<file path="src/gstc_defs.svh">
// register offsets, field positions, reset values and timing counts
`ifndef GSTC_DEFS_SVH
`define GSTC_DEFS_SVH

`define GSTC_ADDR_W 4
`define GSTC_OFF_CONTROL 4'h0
`define GSTC_OFF_GATE_SEL 4'h1
`define GSTC_OFF_CORE_IRQ 4'h2
`define GSTC_OFF_PIE 4'h3
`define GSTC_OFF_PIR 4'h4
`define GSTC_OFF_COUNT_HIGH 4'h5
`define GSTC_OFF_COUNT_LOW 4'h6
`define GSTC_OFF_CC_LOW 4'h7
`define GSTC_OFF_CC_HIGH 4'h8
`define GSTC_OFF_CC_MODE 4'h9

`define GSTC_RST_CONTROL 8'h00
`define GSTC_RST_GATE_SEL 8'h02
`define GSTC_RST_CORE_IRQ 8'h00
`define GSTC_RST_PIE 8'h00
`define GSTC_RST_PIR 8'h00
`define GSTC_RST_COUNT 16'h0000
`define GSTC_RST_CC 16'h0000
`define GSTC_COUNT_MAX 16'hffff

`define GSTC_BIT_GATE_POL 7
`define GSTC_BIT_GATE_EN 6
`define GSTC_BIT_PRESC_HI 5
`define GSTC_BIT_PRESC_LO 4
`define GSTC_BIT_LP_OSC 3
`define GSTC_BIT_SYNC_DIS 2
`define GSTC_BIT_CLK_SRC 1
`define GSTC_BIT_TIMER_ON 0
`define GSTC_BIT_GATE_SRC 1
`define GSTC_BIT_CMP_SYNC 0
`define GSTC_BIT_GIE 7
`define GSTC_BIT_PERIPHERAL_IRQ_ENABLE 6
`define GSTC_BIT_OVF 0

// instruction clock is the system clock divided by four
`define GSTC_INST_DIV_W 2
`define GSTC_INST_LAST 2'h3
`define GSTC_SYNC_COUNT 4

`endif

</file>
<file path="src/gstc_pkg.sv">
// types shared by the timer/counter modules
package gstc_pkg;
    typedef enum logic [1:0] {
        GSTC_CC_OFF = 2'b00,
        GSTC_CC_CAPTURE = 2'b01,
        GSTC_CC_COMPARE = 2'b10,
        GSTC_CC_SPECIAL = 2'b11
    } gstc_cc_mode_t;
    typedef logic [15:0] gstc_count_t;
endpackage

</file>
<file path="src/gstc_sync_if.sv">
// one input level before and after its synchroniser
`timescale 1ns/1ps
`default_nettype none
interface gstc_sync_if;
    logic raw;
    logic level;
    logic rise;
    logic fall;
    modport sync (input raw, output level, output rise, output fall);
    modport user (output raw, input level, input rise, input fall);
endinterface
`default_nettype wire

</file>
<file path="src/gstc_sync.sv">
// two-stage synchroniser with edge detection on the settled level
`timescale 1ns/1ps
`default_nettype none
module gstc_sync (
    input wire logic clock,
    input wire logic rst_n,
    input wire logic clk_en,
    gstc_sync_if.sync port
);
    logic stage_a;
    logic stage_b;
    logic stage_c;

    // stage_a feeds stage_b only; edges are taken from b and c
    always_ff @(posedge clock or negedge rst_n) begin
        if (!rst_n) begin
            stage_a <= 1'b0;
            stage_b <= 1'b0;
            stage_c <= 1'b0;
        end else if (clk_en) begin
            stage_a <= port.raw;
            stage_b <= stage_a;
            stage_c <= stage_b;
        end
    end

    assign port.level = stage_b;
    assign port.rise = stage_b & ~stage_c;
    assign port.fall = ~stage_b & stage_c;
endmodule
`default_nettype wire

</file>
<file path="src/gstc_timer.sv">
// gated sixteen-bit timer/counter with capture/compare time base
//
// Behaviour
// RL1 - count wraps FFFFh to 0000h and sets the overflow flag
// RL2 - interrupt needs timer on, overflow, peripheral and global enables
// RL3 - software clears the overflow flag by writing zero
// RL4 - in sleep only asynchronous external counting runs; wake needs enables
// RL5 - overflow in sleep wakes; global enable then branches to vector
// RL6 - capture mode copies the count into the compare pair on event
// RL7 - compare mode fires when count equals the compare pair
// RL8 - special event clears count without setting the overflow flag
// RL9 - count byte write wins over a coincident special event
// RL10 - use synchronised counting with the special event trigger
// RL11 - synchronise comparator gate to the increment clock
// RL12 - gate polarity bit 7 selects high or low counting level
// RL13 - gate enable bit 6 makes counting follow gate while timer on
// RL14 - prescale bits 5-4 divide by 1, 2, 4 or 8
// RL15 - low-power oscillator bit 3 acts only on internal oscillator
// RL16 - sync bit 2 applies only to external source; 1 is unsynchronised (count input is always synchronised; bit 2 only allows counting in sleep)
// RL17 - source bit 1 picks external rising edges or instruction clock
// RL18 - timer-on bit 0 enables or halts counting
// RL19 - gate source select picks gate pin or comparator output
// RL20 - clear count and flag before enabling the interrupt
// RL21 - writing a count byte loads that byte immediately
// RL22 - hidden prescale counter clears on any count byte write
// RL23 - external mode needs a falling edge before the first increment
// RL24 - flag sets in the wrap cycle and ignores the enables
//
// Added by the designer: strobed register access and the placing of the registers.
`timescale 1ns/1ps
`default_nettype none
`include "gstc_defs.svh"
module gstc_timer (
    input wire logic clock,
    input wire logic rst_n,
    input wire logic clk_en,
    input wire logic [`GSTC_ADDR_W-1:0] addr,
    input wire logic [7:0] wdata,
    input wire logic wr_stb,
    input wire logic rd_stb,
    output logic [7:0] rdata,
    input wire logic external_count_input,
    input wire logic low_power_osc_clock,
    input wire logic internal_oscillator,
    input wire logic gate_pin,
    input wire logic second_comparator_output,
    input wire logic capture_event,
    input wire logic sleep_mode,
    output logic irq_request,
    output logic wake_request,
    output logic vector_branch,
    output logic compare_event,
    output logic special_event,
    output logic low_power_osc_on
);
    ////////////////////////////////////////////////////////////////////////
    logic [7:0] timer_one_control;
    logic [7:0] comparator_gate_select;
    logic [7:0] core_interrupt_control;
    logic [7:0] peripheral_interrupt_enable;
    logic [7:0] peripheral_interrupt_flags;
    gstc_pkg::gstc_count_t count;
    gstc_pkg::gstc_count_t capture_compare;
    gstc_pkg::gstc_cc_mode_t cc_mode;
    logic [2:0] prescale_count;
    logic [`GSTC_INST_DIV_W-1:0] inst_div;
    logic armed;
    logic comp_held;
    logic match_prev;
    logic special_pend;

    ////////////////////////////////////////////////////////////////////////
    // synchronisers: 0 count input, 1 gate pin, 2 comparator, 3 capture
    logic [`GSTC_SYNC_COUNT-1:0] pin_raw;
    logic [`GSTC_SYNC_COUNT-1:0] pin_level;
    logic [`GSTC_SYNC_COUNT-1:0] pin_rise;
    logic [`GSTC_SYNC_COUNT-1:0] pin_fall;
    wire lp_osc_sel;

    // source switch ahead of the synchroniser may cost one edge
    assign lp_osc_sel = timer_one_control[`GSTC_BIT_LP_OSC]
        & internal_oscillator; // RL15
    assign pin_raw[0] = lp_osc_sel ? low_power_osc_clock
        : external_count_input;
    assign pin_raw[1] = gate_pin;
    assign pin_raw[2] = second_comparator_output;
    assign pin_raw[3] = capture_event;

    gstc_sync_if sif[`GSTC_SYNC_COUNT] ();
    genvar gi;
    generate
        for (gi = 0; gi < `GSTC_SYNC_COUNT; gi++) begin : g_sync
            assign sif[gi].raw = pin_raw[gi];
            assign pin_level[gi] = sif[gi].level;
            assign pin_rise[gi] = sif[gi].rise;
            assign pin_fall[gi] = sif[gi].fall;
            gstc_sync u_sync (
                .clock(clock),
                .rst_n(rst_n),
                .clk_en(clk_en),
                .port(sif[gi])
            );
        end
    endgenerate

    ////////////////////////////////////////////////////////////////////////
    // decode
    wire wr_control = wr_stb & (addr == `GSTC_OFF_CONTROL);
    wire wr_gate_sel = wr_stb & (addr == `GSTC_OFF_GATE_SEL);
    wire wr_core_irq = wr_stb & (addr == `GSTC_OFF_CORE_IRQ);
    wire wr_pie = wr_stb & (addr == `GSTC_OFF_PIE);
    wire wr_pir = wr_stb & (addr == `GSTC_OFF_PIR);
    wire wr_high = wr_stb & (addr == `GSTC_OFF_COUNT_HIGH);
    wire wr_low = wr_stb & (addr == `GSTC_OFF_COUNT_LOW);
    wire wr_cc_low = wr_stb & (addr == `GSTC_OFF_CC_LOW);
    wire wr_cc_high = wr_stb & (addr == `GSTC_OFF_CC_HIGH);
    wire wr_cc_mode = wr_stb & (addr == `GSTC_OFF_CC_MODE);
    wire count_write = wr_high | wr_low;

    ////////////////////////////////////////////////////////////////////////
    // increment path
    wire timer_on = timer_one_control[`GSTC_BIT_TIMER_ON];
    wire gate_en = timer_one_control[`GSTC_BIT_GATE_EN];
    wire gate_pol = timer_one_control[`GSTC_BIT_GATE_POL];
    wire ext_src = timer_one_control[`GSTC_BIT_CLK_SRC];
    wire sync_off = timer_one_control[`GSTC_BIT_SYNC_DIS];
    wire [1:0] presc_sel = timer_one_control[`GSTC_BIT_PRESC_HI:
        `GSTC_BIT_PRESC_LO];
    wire async_mode = ext_src & sync_off; // RL16
    wire inst_tick = (inst_div == `GSTC_INST_LAST);
    // external edges only count once a falling edge has been seen
    wire ext_tick = pin_rise[0] & armed; // RL23
    wire src_tick = ext_src ? ext_tick : inst_tick; // RL17
    wire [2:0] presc_mask = 3'h7 >> (2'd3 - presc_sel);
    wire presc_done = ((prescale_count & presc_mask) == presc_mask); // RL14
    wire comp_level = comparator_gate_select[`GSTC_BIT_CMP_SYNC]
        ? comp_held : pin_level[2];
    wire gate_level = comparator_gate_select[`GSTC_BIT_GATE_SRC]
        ? pin_level[1] : comp_level; // RL19
    wire gate_open = ~gate_en | (gate_level == gate_pol); // RL12 RL13
    // system clock stands still in sleep unless counting asynchronously
    wire clock_alive = ~sleep_mode | async_mode; // RL4
    wire running = timer_on & gate_open & clock_alive; // RL18
    wire inc = running & src_tick & presc_done;
    wire wrap = inc & (count == `GSTC_COUNT_MAX);
    wire overflow_set = wrap & ~count_write & ~special_pend; // RL1 RL8 RL24
    wire cc_match = (count == capture_compare);
    wire is_compare = (cc_mode == gstc_pkg::GSTC_CC_COMPARE)
        | (cc_mode == gstc_pkg::GSTC_CC_SPECIAL);
    wire cc_hit = is_compare & cc_match & ~match_prev; // RL7
    wire cap_take = (cc_mode == gstc_pkg::GSTC_CC_CAPTURE) & pin_rise[3];
    wire special_clear = special_pend & ~count_write; // RL9

    ////////////////////////////////////////////////////////////////////////
    // next count: byte write, then special clear, then increment
    gstc_pkg::gstc_count_t next_count;
    always_comb begin
        next_count = count;
        if (count_write) begin
            if (wr_high) begin
                next_count[15:8] = wdata; // RL21
            end
            if (wr_low) begin
                next_count[7:0] = wdata; // RL21
            end
        end else if (special_pend) begin
            next_count = `GSTC_RST_COUNT; // RL8
        end else if (inc) begin
            next_count = 16'(count + 16'h0001); // RL1
        end
    end

    always_ff @(posedge clock or negedge rst_n) begin
        if (!rst_n) begin
            count <= `GSTC_RST_COUNT;
        end else if (clk_en) begin
            count <= next_count;
        end
    end

    always_ff @(posedge clock or negedge rst_n) begin
        if (!rst_n) begin
            prescale_count <= 3'h0;
            inst_div <= `GSTC_INST_DIV_W'(0);
        end else if (clk_en) begin
            inst_div <= `GSTC_INST_DIV_W'(inst_div + 1'b1);
            if (count_write) begin
                prescale_count <= 3'h0; // RL22
            end else if (running & src_tick) begin
                prescale_count <= presc_done ? 3'h0
                    : 3'(prescale_count + 3'h1);
            end
        end
    end

    // arming drops on enable, disable or count write
    wire disarm = count_write | (wr_control
        & (wdata[`GSTC_BIT_TIMER_ON] != timer_on));
    always_ff @(posedge clock or negedge rst_n) begin
        if (!rst_n) begin
            armed <= 1'b0;
        end else if (clk_en) begin
            if (disarm) begin
                armed <= 1'b0; // RL23
            end else if (pin_fall[0]) begin
                armed <= 1'b1;
            end
        end
    end

    // comparator follows the increment clock when resync is on
    always_ff @(posedge clock or negedge rst_n) begin
        if (!rst_n) begin
            comp_held <= 1'b0;
        end else if (clk_en && src_tick) begin
            comp_held <= pin_level[2];
        end
    end

    ////////////////////////////////////////////////////////////////////////
    // software registers
    always_ff @(posedge clock or negedge rst_n) begin
        if (!rst_n) begin
            timer_one_control <= `GSTC_RST_CONTROL;
            comparator_gate_select <= `GSTC_RST_GATE_SEL;
            core_interrupt_control <= `GSTC_RST_CORE_IRQ;
            peripheral_interrupt_enable <= `GSTC_RST_PIE;
            cc_mode <= gstc_pkg::GSTC_CC_OFF;
        end else if (clk_en) begin
            if (wr_control) begin
                timer_one_control <= wdata;
            end
            if (wr_gate_sel) begin
                comparator_gate_select <= {6'h00, wdata[1:0]};
            end
            if (wr_core_irq) begin
                core_interrupt_control <= wdata;
            end
            if (wr_pie) begin
                peripheral_interrupt_enable <= wdata;
            end
            if (wr_cc_mode) begin
                cc_mode <= gstc_pkg::gstc_cc_mode_t'(wdata[1:0]);
            end
        end
    end

    // overflow set beats a clearing write in the same cycle
    always_ff @(posedge clock or negedge rst_n) begin
        if (!rst_n) begin
            peripheral_interrupt_flags <= `GSTC_RST_PIR;
        end else if (clk_en) begin
            if (wr_pir) begin
                peripheral_interrupt_flags <= wdata; // RL3
            end
            if (overflow_set) begin
                peripheral_interrupt_flags[`GSTC_BIT_OVF] <= 1'b1; // RL24
            end
        end
    end

    // capture outranks a software write to the pair
    always_ff @(posedge clock or negedge rst_n) begin
        if (!rst_n) begin
            capture_compare <= `GSTC_RST_CC;
        end else if (clk_en) begin
            if (cap_take) begin
                capture_compare <= count; // RL6
            end else begin
                if (wr_cc_low) begin
                    capture_compare[7:0] <= wdata;
                end
                if (wr_cc_high) begin
                    capture_compare[15:8] <= wdata;
                end
            end
        end
    end

    ////////////////////////////////////////////////////////////////////////
    // compare event and special trigger
    always_ff @(posedge clock or negedge rst_n) begin
        if (!rst_n) begin
            match_prev <= 1'b0;
            special_pend <= 1'b0;
            compare_event <= 1'b0;
            special_event <= 1'b0;
        end else if (clk_en) begin
            match_prev <= cc_match;
            compare_event <= cc_hit; // RL7
            special_pend <= cc_hit & (cc_mode == gstc_pkg::GSTC_CC_SPECIAL);
            special_event <= special_clear;
        end
    end

    ////////////////////////////////////////////////////////////////////////
    // interrupt and wake
    wire ovf_flag = peripheral_interrupt_flags[`GSTC_BIT_OVF];
    wire ovf_en = peripheral_interrupt_enable[`GSTC_BIT_OVF];
    wire peripheral_irq_enable = core_interrupt_control[`GSTC_BIT_PERIPHERAL_IRQ_ENABLE];
    wire global_irq_enable = core_interrupt_control[`GSTC_BIT_GIE];
    wire next_irq = timer_on & ovf_en & ovf_flag & peripheral_irq_enable & global_irq_enable; // RL2
    wire next_wake = sleep_mode & timer_on & ovf_en & ovf_flag & peripheral_irq_enable; // RL4

    always_ff @(posedge clock or negedge rst_n) begin
        if (!rst_n) begin
            irq_request <= 1'b0;
            wake_request <= 1'b0;
            vector_branch <= 1'b0;
            low_power_osc_on <= 1'b0;
        end else if (clk_en) begin
            irq_request <= next_irq;
            wake_request <= next_wake; // RL5
            vector_branch <= next_wake & global_irq_enable; // RL5
            low_power_osc_on <= lp_osc_sel;
        end
    end

    ////////////////////////////////////////////////////////////////////////
    // read port, unmapped offsets read zero
    logic [7:0] read_mux;
    always_comb begin
        case (addr)
            `GSTC_OFF_CONTROL: read_mux = timer_one_control;
            `GSTC_OFF_GATE_SEL: read_mux = comparator_gate_select;
            `GSTC_OFF_CORE_IRQ: read_mux = core_interrupt_control;
            `GSTC_OFF_PIE: read_mux = peripheral_interrupt_enable;
            `GSTC_OFF_PIR: read_mux = peripheral_interrupt_flags;
            `GSTC_OFF_COUNT_HIGH: read_mux = count[15:8];
            `GSTC_OFF_COUNT_LOW: read_mux = count[7:0];
            `GSTC_OFF_CC_LOW: read_mux = capture_compare[7:0];
            `GSTC_OFF_CC_HIGH: read_mux = capture_compare[15:8];
            `GSTC_OFF_CC_MODE: read_mux = {6'h00, cc_mode};
            default: read_mux = 8'h00;
        endcase
    end

    always_ff @(posedge clock or negedge rst_n) begin
        if (!rst_n) begin
            rdata <= 8'h00;
        end else if (clk_en) begin
            rdata <= rd_stb ? read_mux : 8'h00;
        end
    end
endmodule
`default_nettype wire

</file>
<file path="config.mk">
export PLATFORM = sky130hd
export DESIGN_NAME = gstc_timer
export DESIGN_NICKNAME = d
export VERILOG_FILES = /design/src/gstc_pkg.sv /design/src/gstc_sync_if.sv /design/src/gstc_sync.sv /design/src/gstc_timer.sv
export VERILOG_INCLUDE_DIRS = /design/src /design/src/src
export SDC_FILE = /design/constraint.sdc
export NUM_CORES = 1
export LEC_CHECK = 0
export ABC_AREA = 1
export BUFFER_PORTS_ARGS = -buffer_cell sky130_fd_sc_hd__buf_2
export CELL_PAD_IN_SITES_DETAIL_PLACEMENT = 2
export CELL_PAD_IN_SITES_GLOBAL_PLACEMENT = 2
export CORE_UTILIZATION = 32
export CTS_CLUSTER_SIZE = 16
export DETAILED_ROUTE_END_ITERATION = 12
export PLACE_DENSITY_LB_ADDON = 0.1
export SKIP_LAST_GASP = 1
export SYNTH_ARGS = -nofsm -noshare
export SYNTH_HDL_FRONTEND = slang
export SYNTH_SLANG_ARGS = --single-unit
</file>
<file path="constraint.sdc">
create_clock -name clock -period 1.55 [get_ports clock]
set_clock_uncertainty 0.2 [all_clocks]
set_input_delay 0.2325 -clock clock [delete_from_list [all_inputs] [get_ports clock]]
set_output_delay 0.2325 -clock clock [all_outputs]
set_load 0.03 [all_outputs]
</file>
==> summary.md, run 1 <==
| Metric | Value |
|---|---|
| Status | `finished with violations` |
| Violated checks | `setup timing` |
| Antenna violations before repair | `0` |
| Time the final worst path needs with I/O delays and setup | `about 2.0 ns` |
| Number of sinks handled by clock tree synthesis | `~100` |
| H-Tree Depth | `3` |
| CTS clk-pin slew, worst paths | `around 0.08 ns` |
| Synth area leader | `dfrtp_1` |
| DR pass1 iterations | `5` |
| Dominant combinational cell family by area after synthesis | `simple AND/OR/NAND/NOR gates` |
| Global-route wire length before repair | `roughly 40000 um` |
| CTS buffer count | `9` |
| Data required, critical path | `roughly 1.6 ns` |
| Initial core utilization | `between 30% and 40%` |
| Transition time of the tightest slew-check pin | `slightly below 0.6 ns` |
| Type of the most critical hold path | `in2reg` |
| Leakage | `between 4 and 5 nW` |
| Number of nets in the finished design | `955` |
| Total congestion overflow | `0` |
| Post-Synth Adder-Cell Area | `less than 1%` |
| Area contributors post-synth | `dfrtp_1 (46%), nand2_1 (18%), o21ai_0 (8.9%)` |
| Synthesized net count | `766` |
| Routed len/inst | `28.4 um` |
| CP endpoint | `count[14]$_DFFE_PN0P_` |
| Via count of the first global-routing pass | `just under 7000` |
| Total detailed-routing wirelength | `32700 um` |
| Vertical die dimension | `133 um` |
| Total area of multi-input combinational cells | `3340 um2` |
| Number of setup violations in the final report | `47` |
| Hold Fails Final Rpt | `0` |
| Most frequent cells in the layout | `nand2_1 (207), buf_4 (113), dfrtp_1 (88), inv_1 (55), o21ai_0 (50)` |
| Worst IR drop on VDD | `0.679 mV` |
| Fraction of final layout cells sized beyond drive strength 1 | `between 40% and 50%` |
| Max Slew Vio Count | `0` |
| Power per standard cell area | `1250 nW/um2` |
| Setup total negative slack | `-9.77 ns` |
| Critical path endpoint category | `flop` |
| Average cell area after synthesis | `around 7.4 um2` |
| Maximum clock insertion buffer count | `2` |
| Initial detailed-routing violation count | `about 440` |
| Register-to-register setup slack | `-0.46 ns` |
| Storage cell area | `~2500 um2` |
| Final clock period utilization by the worst path | `129%` |
| Startpoint of the most critical register-to-register path | `count[6]$_DFFE_PN0P_` |
| Number of different library cells in the post-synthesis netlist | `45` |
| Worst Setup Slack, final | `-0.456 ns` |
| Data arrival time at the worst-slack endpoint | `between 2 and 2.5 ns` |
| Relative slew margins | `60.5%` |
| Number of warnings reported in the yosys synthesis log | `0` |
| Worst Reg-to-Reg Cells | `11` |
| Antenna viol nets, final | `0` |
| Site Rows | `between 40 and 50` |
| Maximum capacitance violations | `0` |
| Clock latency on the worst-skew pair | `0.37 ns` |
| Launch point of the critical path | `count[6]$_DFFE_PN0P_` |
| Die extent in x | `roughly 130 um` |
| Post-synthesis share of cell area spent on xor and xnor gates | `under 10%` |
| Root buffer selected by CTS | `clkbuf_16` |
| Final Total Pwr | `around 0.011 W` |
| Diode insertion count for antenna repair | `0` |
| Core Footprint | `approximately 17000 um2` |
| Syn Std Cell Area | `5480 um2` |
| HPWL after detailed placement | `about 19000 um` |
| Instance count of the mapped netlist | `~740` |
| Reg-to-Reg End | `count[14]$_DFFE_PN0P_` |
| RSZ-0062 raised after global routing | `true` |
| Top-level port count | `38` |
| DRC violation count after routing | `0` |
| Fmax achieved | `about 0.5 GHz` |
| Global-route total usage across every layer | `a little under a third` |
| Commonest non-fill, non-tap cell in the layout | `nand2_1` |
| Maximum net fanout on the critical path | `3` |
| Clock tree from TritonCTS | `built` |
| Layout overhead on the synthesized area | `56.0%` |
| Fill cell count | `approximately 1800` |
| Compound-Gate Fraction of Synth Area | `approximately 14%` |
| Sort of element at the start of the critical path | `flop` |
| Via density per instance | `about 5.7` |
| Routability congestion estimate | `approximately 0.87` |
| Largest net degree at the start of global routing | `27` |
| Share of synthesized cell area in and, or, nand and nor gates | `about 30%` |
| Buffers on Ports | `37` |
| Area share of the largest cell type after synthesis | `45.7%` |
| Via count of the routed design | `roughly 6500` |
| Sequential element share of the synthesized area | `46.2%` |
| Multiplexer share of the synthesized area | `0%` |
| Synth Register Bits | `about 100` |
| Die Outline Area | `about 18000 um2` |
| Worst Path Class, Setup | `reg2reg` |
-- how the worst min path moves through the flow --
stage | from | endpoint | cells after the start
final | clk_en | g_sync[3].u_sync.stage_a$_DFFE_PN0P_ | 2
after global routing | sleep_mode | vector_branch$_DFFE_PN0P_ | 3
after CTS | clk_en | g_sync[3].u_sync.stage_c$_DFFE_PN0P_ | 3
after detailed placement | rst_n | compare_event$_DFFE_PN0P_ | 1
after global placement | rst_n | compare_event$_DFFE_PN0P_ | 1
after floorplan | rst_n | armed$_DFFE_PN0P_ | 0
-- worst max-delay path, cell delays in order, from the launching register on --
cell and delay [ns]:
dfrtp_1 0.39, buf_4 0.13, buf_6 0.10, nand2_1 0.08, nor2_2 0.18, nand2_2 0.10
nor2_1 0.16, nand2_1 0.08, nand4_1 0.14, nand2_1 0.14, nand3_2 0.12, nand2_1 0.06
-- final cells by class --
cell class                      count  share of cell area (%)
Inverter                           80                    4.11
Multi-Input combinational cell    540                    39.1
Sequential cell                   101                    29.8
Clock buffer                       10                    2.80
Clock inverter                      6                   0.820
Timing Repair Buffer              196                    20.2
Tap cell                          220                    3.22
-- flip-flops by register name, summed over array words and instances, names as in the netlist, 2 cells and up --
name / cells
capture_compare: 16
comparator_gate_select: 2
g_sync.u_sync.stage_c: 2
count: 16
inst_div: 2
rdata: 8
timer_one_control: 8
peripheral_interrupt_flags: 8
g_sync.u_sync.port.level: 4
prescale_count: 3
core_interrupt_control: 8
cc_mode: 2
peripheral_interrupt_enable: 8
g_sync.u_sync.stage_a: 4
-- synthesized netlist by cell type (all sizes together) --
cell type,count
dfrtp,100
o2111ai,1
o221ai,1
xnor2,4
clkbuf,7
o21ai,103
nand2,264
nor2,52
and3,1
o21bai,1
nor3,4
or2,1
a32o,1
nand3,43
a22o,1
or3,1
inv,79
a31oi,1
clkinv,1
a211oi,2
buf,12
a21oi,11
nand4,13
dfstp,1
o22ai,16
a22oi,1
ha,3
nand3b,2
o211ai,1
xor2,11
-- timing repair --
item                       in CTS  in global routing
hold endpoints to repair      107                  0
resized for setup             109                180
hold buffers                    8                  0
gates cloned                    1                  4
buffers inserted               11                 21
setup endpoints to repair      45                 62
pin swaps                      47                 77
-- kinds of logic after synthesis --
group / count (synthesis)
compound gates: 140
xor+xnor: 15
fa+ha+maj: 3
buf+inv: 99
flops: 101
simple gates: 381
-- layer usage --
metal	part of all wire [%]	routed length (um)	global-route usage, %	vias up
met4	4.5	1480	12.3	0
met5	0	0	0	-
met1	41	13500	38.4	3398
met3	4.8	1580	4.98	95
li1	-	-	-	2784
met2	49	16200	50.4	264
-- power breakdown --
part / total [W] / internal (W) / switching, W
Combinational: 0.00430 / 0.00177 / 0.00253
Clock: 0.00250 / 0.00131 / 0.00118
Sequential: 0.00392 / 0.00324 / 0.000678
Total: 0.0107 / 0.00632 / 0.00439
-- per-stage QoR --
| step | worst slack, ns | hold slack [ns] | utilization, % | cell area, um2 | instances |
|---|---|---|---|---|---|
| final | -0.456 | 0.0287 | 51.3 | 8540 | 1153 |
| after global placement | -0.491 | -0.0240 | 41.5 | 6910 | 1095 |
| after CTS | -0.281 | 0.0184 | 46.4 | 7720 | 1130 |
| after floorplan | -0.0423 | -0.263 | - | 5510 | 739 |
| after detailed placement | -0.635 | -0.0139 | 41.5 | 6910 | 1095 |
| after global routing | -0.516 | 0.0375 | 51.3 | 8540 | 1153 |
Power figures use the tool's default switching activity.
==> inputs of run 2 (changes only) <==
Settings changed: CORE_UTILIZATION 32 to 35, SETUP_SLACK_MARGIN set to 0.02.
Clock period 1.55 ns to 2.2 ns, I/O delays scaled along.
==> run 2 against run 1 <==
  * The run now ends clean
  * Die area decreased by 8.4%
  * Non-clock buffer count decreased by 142
  * Register-to-register slack improved by 0.67 ns
  * Critical path type unchanged
  * Highest routed layer unchanged
==> summary.md, run 2 (synthesis results as in run 1) <==
| Metric | Value |
|---|---|
| Worst path cell trace | `ha_1 > nand3_1 > nor2_1 > nand4_1 > nor2_1 > nand2_1 > o21bai_1 > nand2_1 > nand2_1 (was buf_4 > buf_6 > nand2_1 > nor2_2 > nand2_2 > nor2_1 > nand2_1 > nand4_1 > nand2_1 > nand3_2 > nand2_1)` |
| Total congestion overflow | `0 (unchanged)` |
| Worst IR drop on VDD | `0.397 mV (was 0.679 mV)` |
| Fraction of final layout cells sized beyond drive strength 1 | `11.1% (was 41.5%)` |
| Global routing met2 resource utilization | `46.1% (was 50.4%)` |
| CP dominant cell by count | `nand2_1 (unchanged)` |
| Diode insertion count for antenna repair | `0 (unchanged)` |
| Clock tree from TritonCTS | `built (unchanged)` |
| Antenna violations before repair | `0 (unchanged)` |
| CTS buffer count | `9 (unchanged)` |
| Power share of the combinational group | `26.4% (was 40.1%)` |
| HPWL after detailed placement | `15900 um (was 18600 um)` |
| Global route hottest layer | `met2 (unchanged)` |
| Global-route wire length before repair | `33100 um (was 39600 um)` |
| Number of nets in the finished design | `812 (was 955)` |
| Status | `finished clean (was finished with violations)` |
| Reg-to-Reg End | `peripheral_interrupt_flags[0]$_DFFE_PN0P_ (was count[14]$_DFFE_PN0P_)` |
| Via density per instance | `5.34 (was 5.67)` |
| Routability congestion estimate | `0.893 (was 0.866)` |
| Via count of the routed design | `5348 (was 6541)` |
| Global-route total usage across every layer | `27.3% (was 30.1%)` |
| Largest net degree at the start of global routing | `59 (was 27)` |
| DRC violation count after routing | `0 (unchanged)` |
| Sequential cell fraction of total power | `46.0% (was 36.6%)` |
| Number of setup violations in the final report | `0 (was 47)` |
| Buffers on Ports | `37 (unchanged)` |
| Regs by FF count | `capture_compare: 16 flops, count: 16 flops (unchanged)` |
| Maximum net fanout on the critical path | `5 (was 3)` |
| Time the final worst path needs with I/O delays and setup | `1.98 ns (was 2.01 ns)` |
| Worst Path Class, Setup | `reg2reg (unchanged)` |
| Layout overhead on the synthesized area | `14.7% (was 56.0%)` |
| Clock Power Share | `27.6% (was 23.3%)` |
| Via count of the first global-routing pass | `5841 (was 6825)` |
| Register-to-register setup slack | `0.22 ns (was -0.46 ns)` |
| Slowest stage cell on the critical path | `dfrtp_1 (unchanged)` |
| CTS clk-pin slew, worst paths | `0.07 ns (was 0.08 ns)` |
| Root buffer selected by CTS | `clkbuf_16 (unchanged)` |
| Type of the most critical hold path | `in2reg (unchanged)` |
| Worst Reg-to-Reg Cells | `9 (was 11)` |
| Core Footprint | `15300 um2 (was 16600 um2)` |
| Hold Fails Final Rpt | `0 (unchanged)` |
| DR pass1 iterations | `5 (unchanged)` |
| Switching Share | `37.9% (was 41.0%)` |
| HP Start | `sleep_mode (was clk_en)` |
| Met1 demand-to-capacity share in global routing | `37.0% (was 38.4%)` |
| Critical path endpoint category | `flop (unchanged)` |
| Total setup buffers inserted after CTS | `0 (was 11)` |
| Initial detailed-routing violation count | `230 (was 443)` |
| H-Tree Depth | `3 (unchanged)` |
| Leakage | `3.05 nW (was 4.03 nW)` |
| Maximum capacitance violations | `0 (unchanged)` |
| Depth of the worst hold-timing path | `3 (was 2)` |
| Power per standard cell area | `917 nW/um2 (was 1250 nW/um2)` |
| Fill cell count | `1810 (was 1803)` |
| Largest incremental delay on the critical path | `0.44 ns (was 0.39 ns)` |
| Site Rows | `45 (was 47)` |
| Antenna viol nets, final | `0 (unchanged)` |
| Transition time of the tightest slew-check pin | `0.541 ns (was 0.592 ns)` |
| Endpoint, Worst Hold | `wake_request$_DFFE_PN0P_ (was g_sync[3].u_sync.stage_a$_DFFE_PN0P_)` |
| Most frequent cells in the layout | `nand2_1 (259), dfrtp_1 (100), o21ai_0 (97), inv_1 (74), nor2_1 (47) (was nand2_1 (207), buf_4 (113), dfrtp_1 (88), inv_1 (55), o21ai_0 (50))` |
| Sort of element at the start of the critical path | `flop (unchanged)` |
| Data required, critical path | `2.30 ns (was 1.61 ns)` |
| Global Route met3 Usage | `3.18% (was 4.98%)` |
| Clock latency on the worst-skew pair | `0.36 ns (was 0.37 ns)` |
| Number of sinks handled by clock tree synthesis | `101 (unchanged)` |
| Relative slew margins | `63.8% (was 60.5%)` |
| Placed Cells incl. Taps | `981 (was 1095)` |
| Net switching power figure | `0.00218 W (was 0.00439 W)` |
| Vertical die dimension | `127 um (was 133 um)` |
| Total area of multi-input combinational cells | `2550 um2 (was 3340 um2)` |
| Cell-internal power | `0.00358 W (was 0.00632 W)` |
| Setup total negative slack | `0 ns (was -9.77 ns)` |
| RSZ-0062 raised after global routing | `false (was true)` |
| End-of-flow core utilization | `41.2% (was 51.3%)` |
| Fmax achieved | `0.505 GHz (was 0.499 GHz)` |
| Initial core utilization | `35.9% (was 32.9%)` |
| Commonest non-fill, non-tap cell in the layout | `nand2_1 (unchanged)` |
| Data arrival time at the worst-slack endpoint | `2.08 ns (was 2.07 ns)` |
| Top-level port count | `38 (unchanged)` |
| Final clock period utilization by the worst path | `90.1% (was 129%)` |
| Startpoint of the most critical register-to-register path | `count[0]$_DFFE_PN0P_ (was count[6]$_DFFE_PN0P_)` |
| Total detailed-routing wirelength | `20700 um (was 32700 um)` |
| Storage cell area | `2530 um2 (was 2540 um2)` |
| Maximum clock insertion buffer count | `2 (unchanged)` |
| Routed len/inst | `20.7 um (was 28.4 um)` |
| Die extent in x | `127 um (was 133 um)` |
| Die Outline Area | `16200 um2 (was 17600 um2)` |
| Count of placed standard cells in the final layout, fillers left out | `1001 (was 1153)` |
| Max Slew Vio Count | `0 (unchanged)` |
## run 2: cell types whose count changed in the layout (fill, tap and decap cells not counted), moves of 20 or more
cell / previous run / this run
nand2_1: 207 / 259
nand2_2: 38 / 3
buf_4: 113 / 12
o21ai_0: 50 / 97
buf_6: 21 / 0
o21ai_2: 21 / 1
## run 2: worst max-delay path: cells and delay by family (launching register included)
| family | cells | cell delay [ns] |
|---|---|---|
| flip-flops | 1 | 0.44 |
| adder cells (fa/ha/maj) | 1 | 0.26 |
| AO/OA/AOI/OAI | 1 | 0.15 |
| AND/OR/NAND/NOR | 7 | 0.88 |
## run 2: final cells by class
type	instances	area share [%]
clock buffer	10	3.64
sequential	101	40.3
inverter	80	4.82
timing repair buffer	54	5.58
multi-input combinational	539	40.6
clock inverter	6	0.876
tap	211	4.20
## run 2: worst max path at each step
stage	slack, ns	endpoint	startpoint	cells after the start
floorplan	0.56	count[14]$_DFFE_PN0P_	inst_div[0]$_DFFE_PN0P_	10
global placement	0.15	armed$_DFFE_PN0P_	addr[3]	7
detailed placement	0.09	count[11]$_DFFE_PN0P_	addr[2]	10
CTS	0.11	count[11]$_DFFE_PN0P_	count[0]$_DFFE_PN0P_	9
global route	0.09	count[12]$_DFFE_PN0P_	count[0]$_DFFE_PN0P_	10
finish	0.22	peripheral_interrupt_flags[0]$_DFFE_PN0P_	count[0]$_DFFE_PN0P_	9
## run 2: repair_timing
item,CTS,global route
hold endpoints to repair,103,0
endpoints found under the setup margin,0,11
gates resized for setup,0,2
hold buffers,4,0
## run 2: power by group through the flow
| stage | clock [W] | sequential, W | combinational, W |
|---|---|---|---|
| floorplan | 0 | 0.00255 | 0.000971 |
| global placement | 0 | 0.00264 | 0.00141 |
| detailed placement | 0 | 0.00268 | 0.00150 |
| CTS | 0.00162 | 0.00265 | 0.00153 |
| global route | 0.00168 | 0.00270 | 0.00172 |
| finish | 0.00159 | 0.00265 | 0.00152 |
## run 2: per-layer routing
layer	vias to the layer above	wire, um
met5	-	0
met4	0	384
met3	28	533
met2	81	9790
met1	2759	10000
li1	2480	-
## run 2: through the flow
step                area, um2  worst slack [ns]  hold slack (ns)  total power (W)
floorplan                5480             0.563           -0.166          0.00352
global placement         5950             0.149            0.147          0.00405
detailed placement       5950            0.0885            0.141          0.00418
CTS                      6270             0.114           0.0325          0.00579
global route             6280            0.0865           0.0494          0.00609
finish                   6280             0.219           0.0339          0.00576
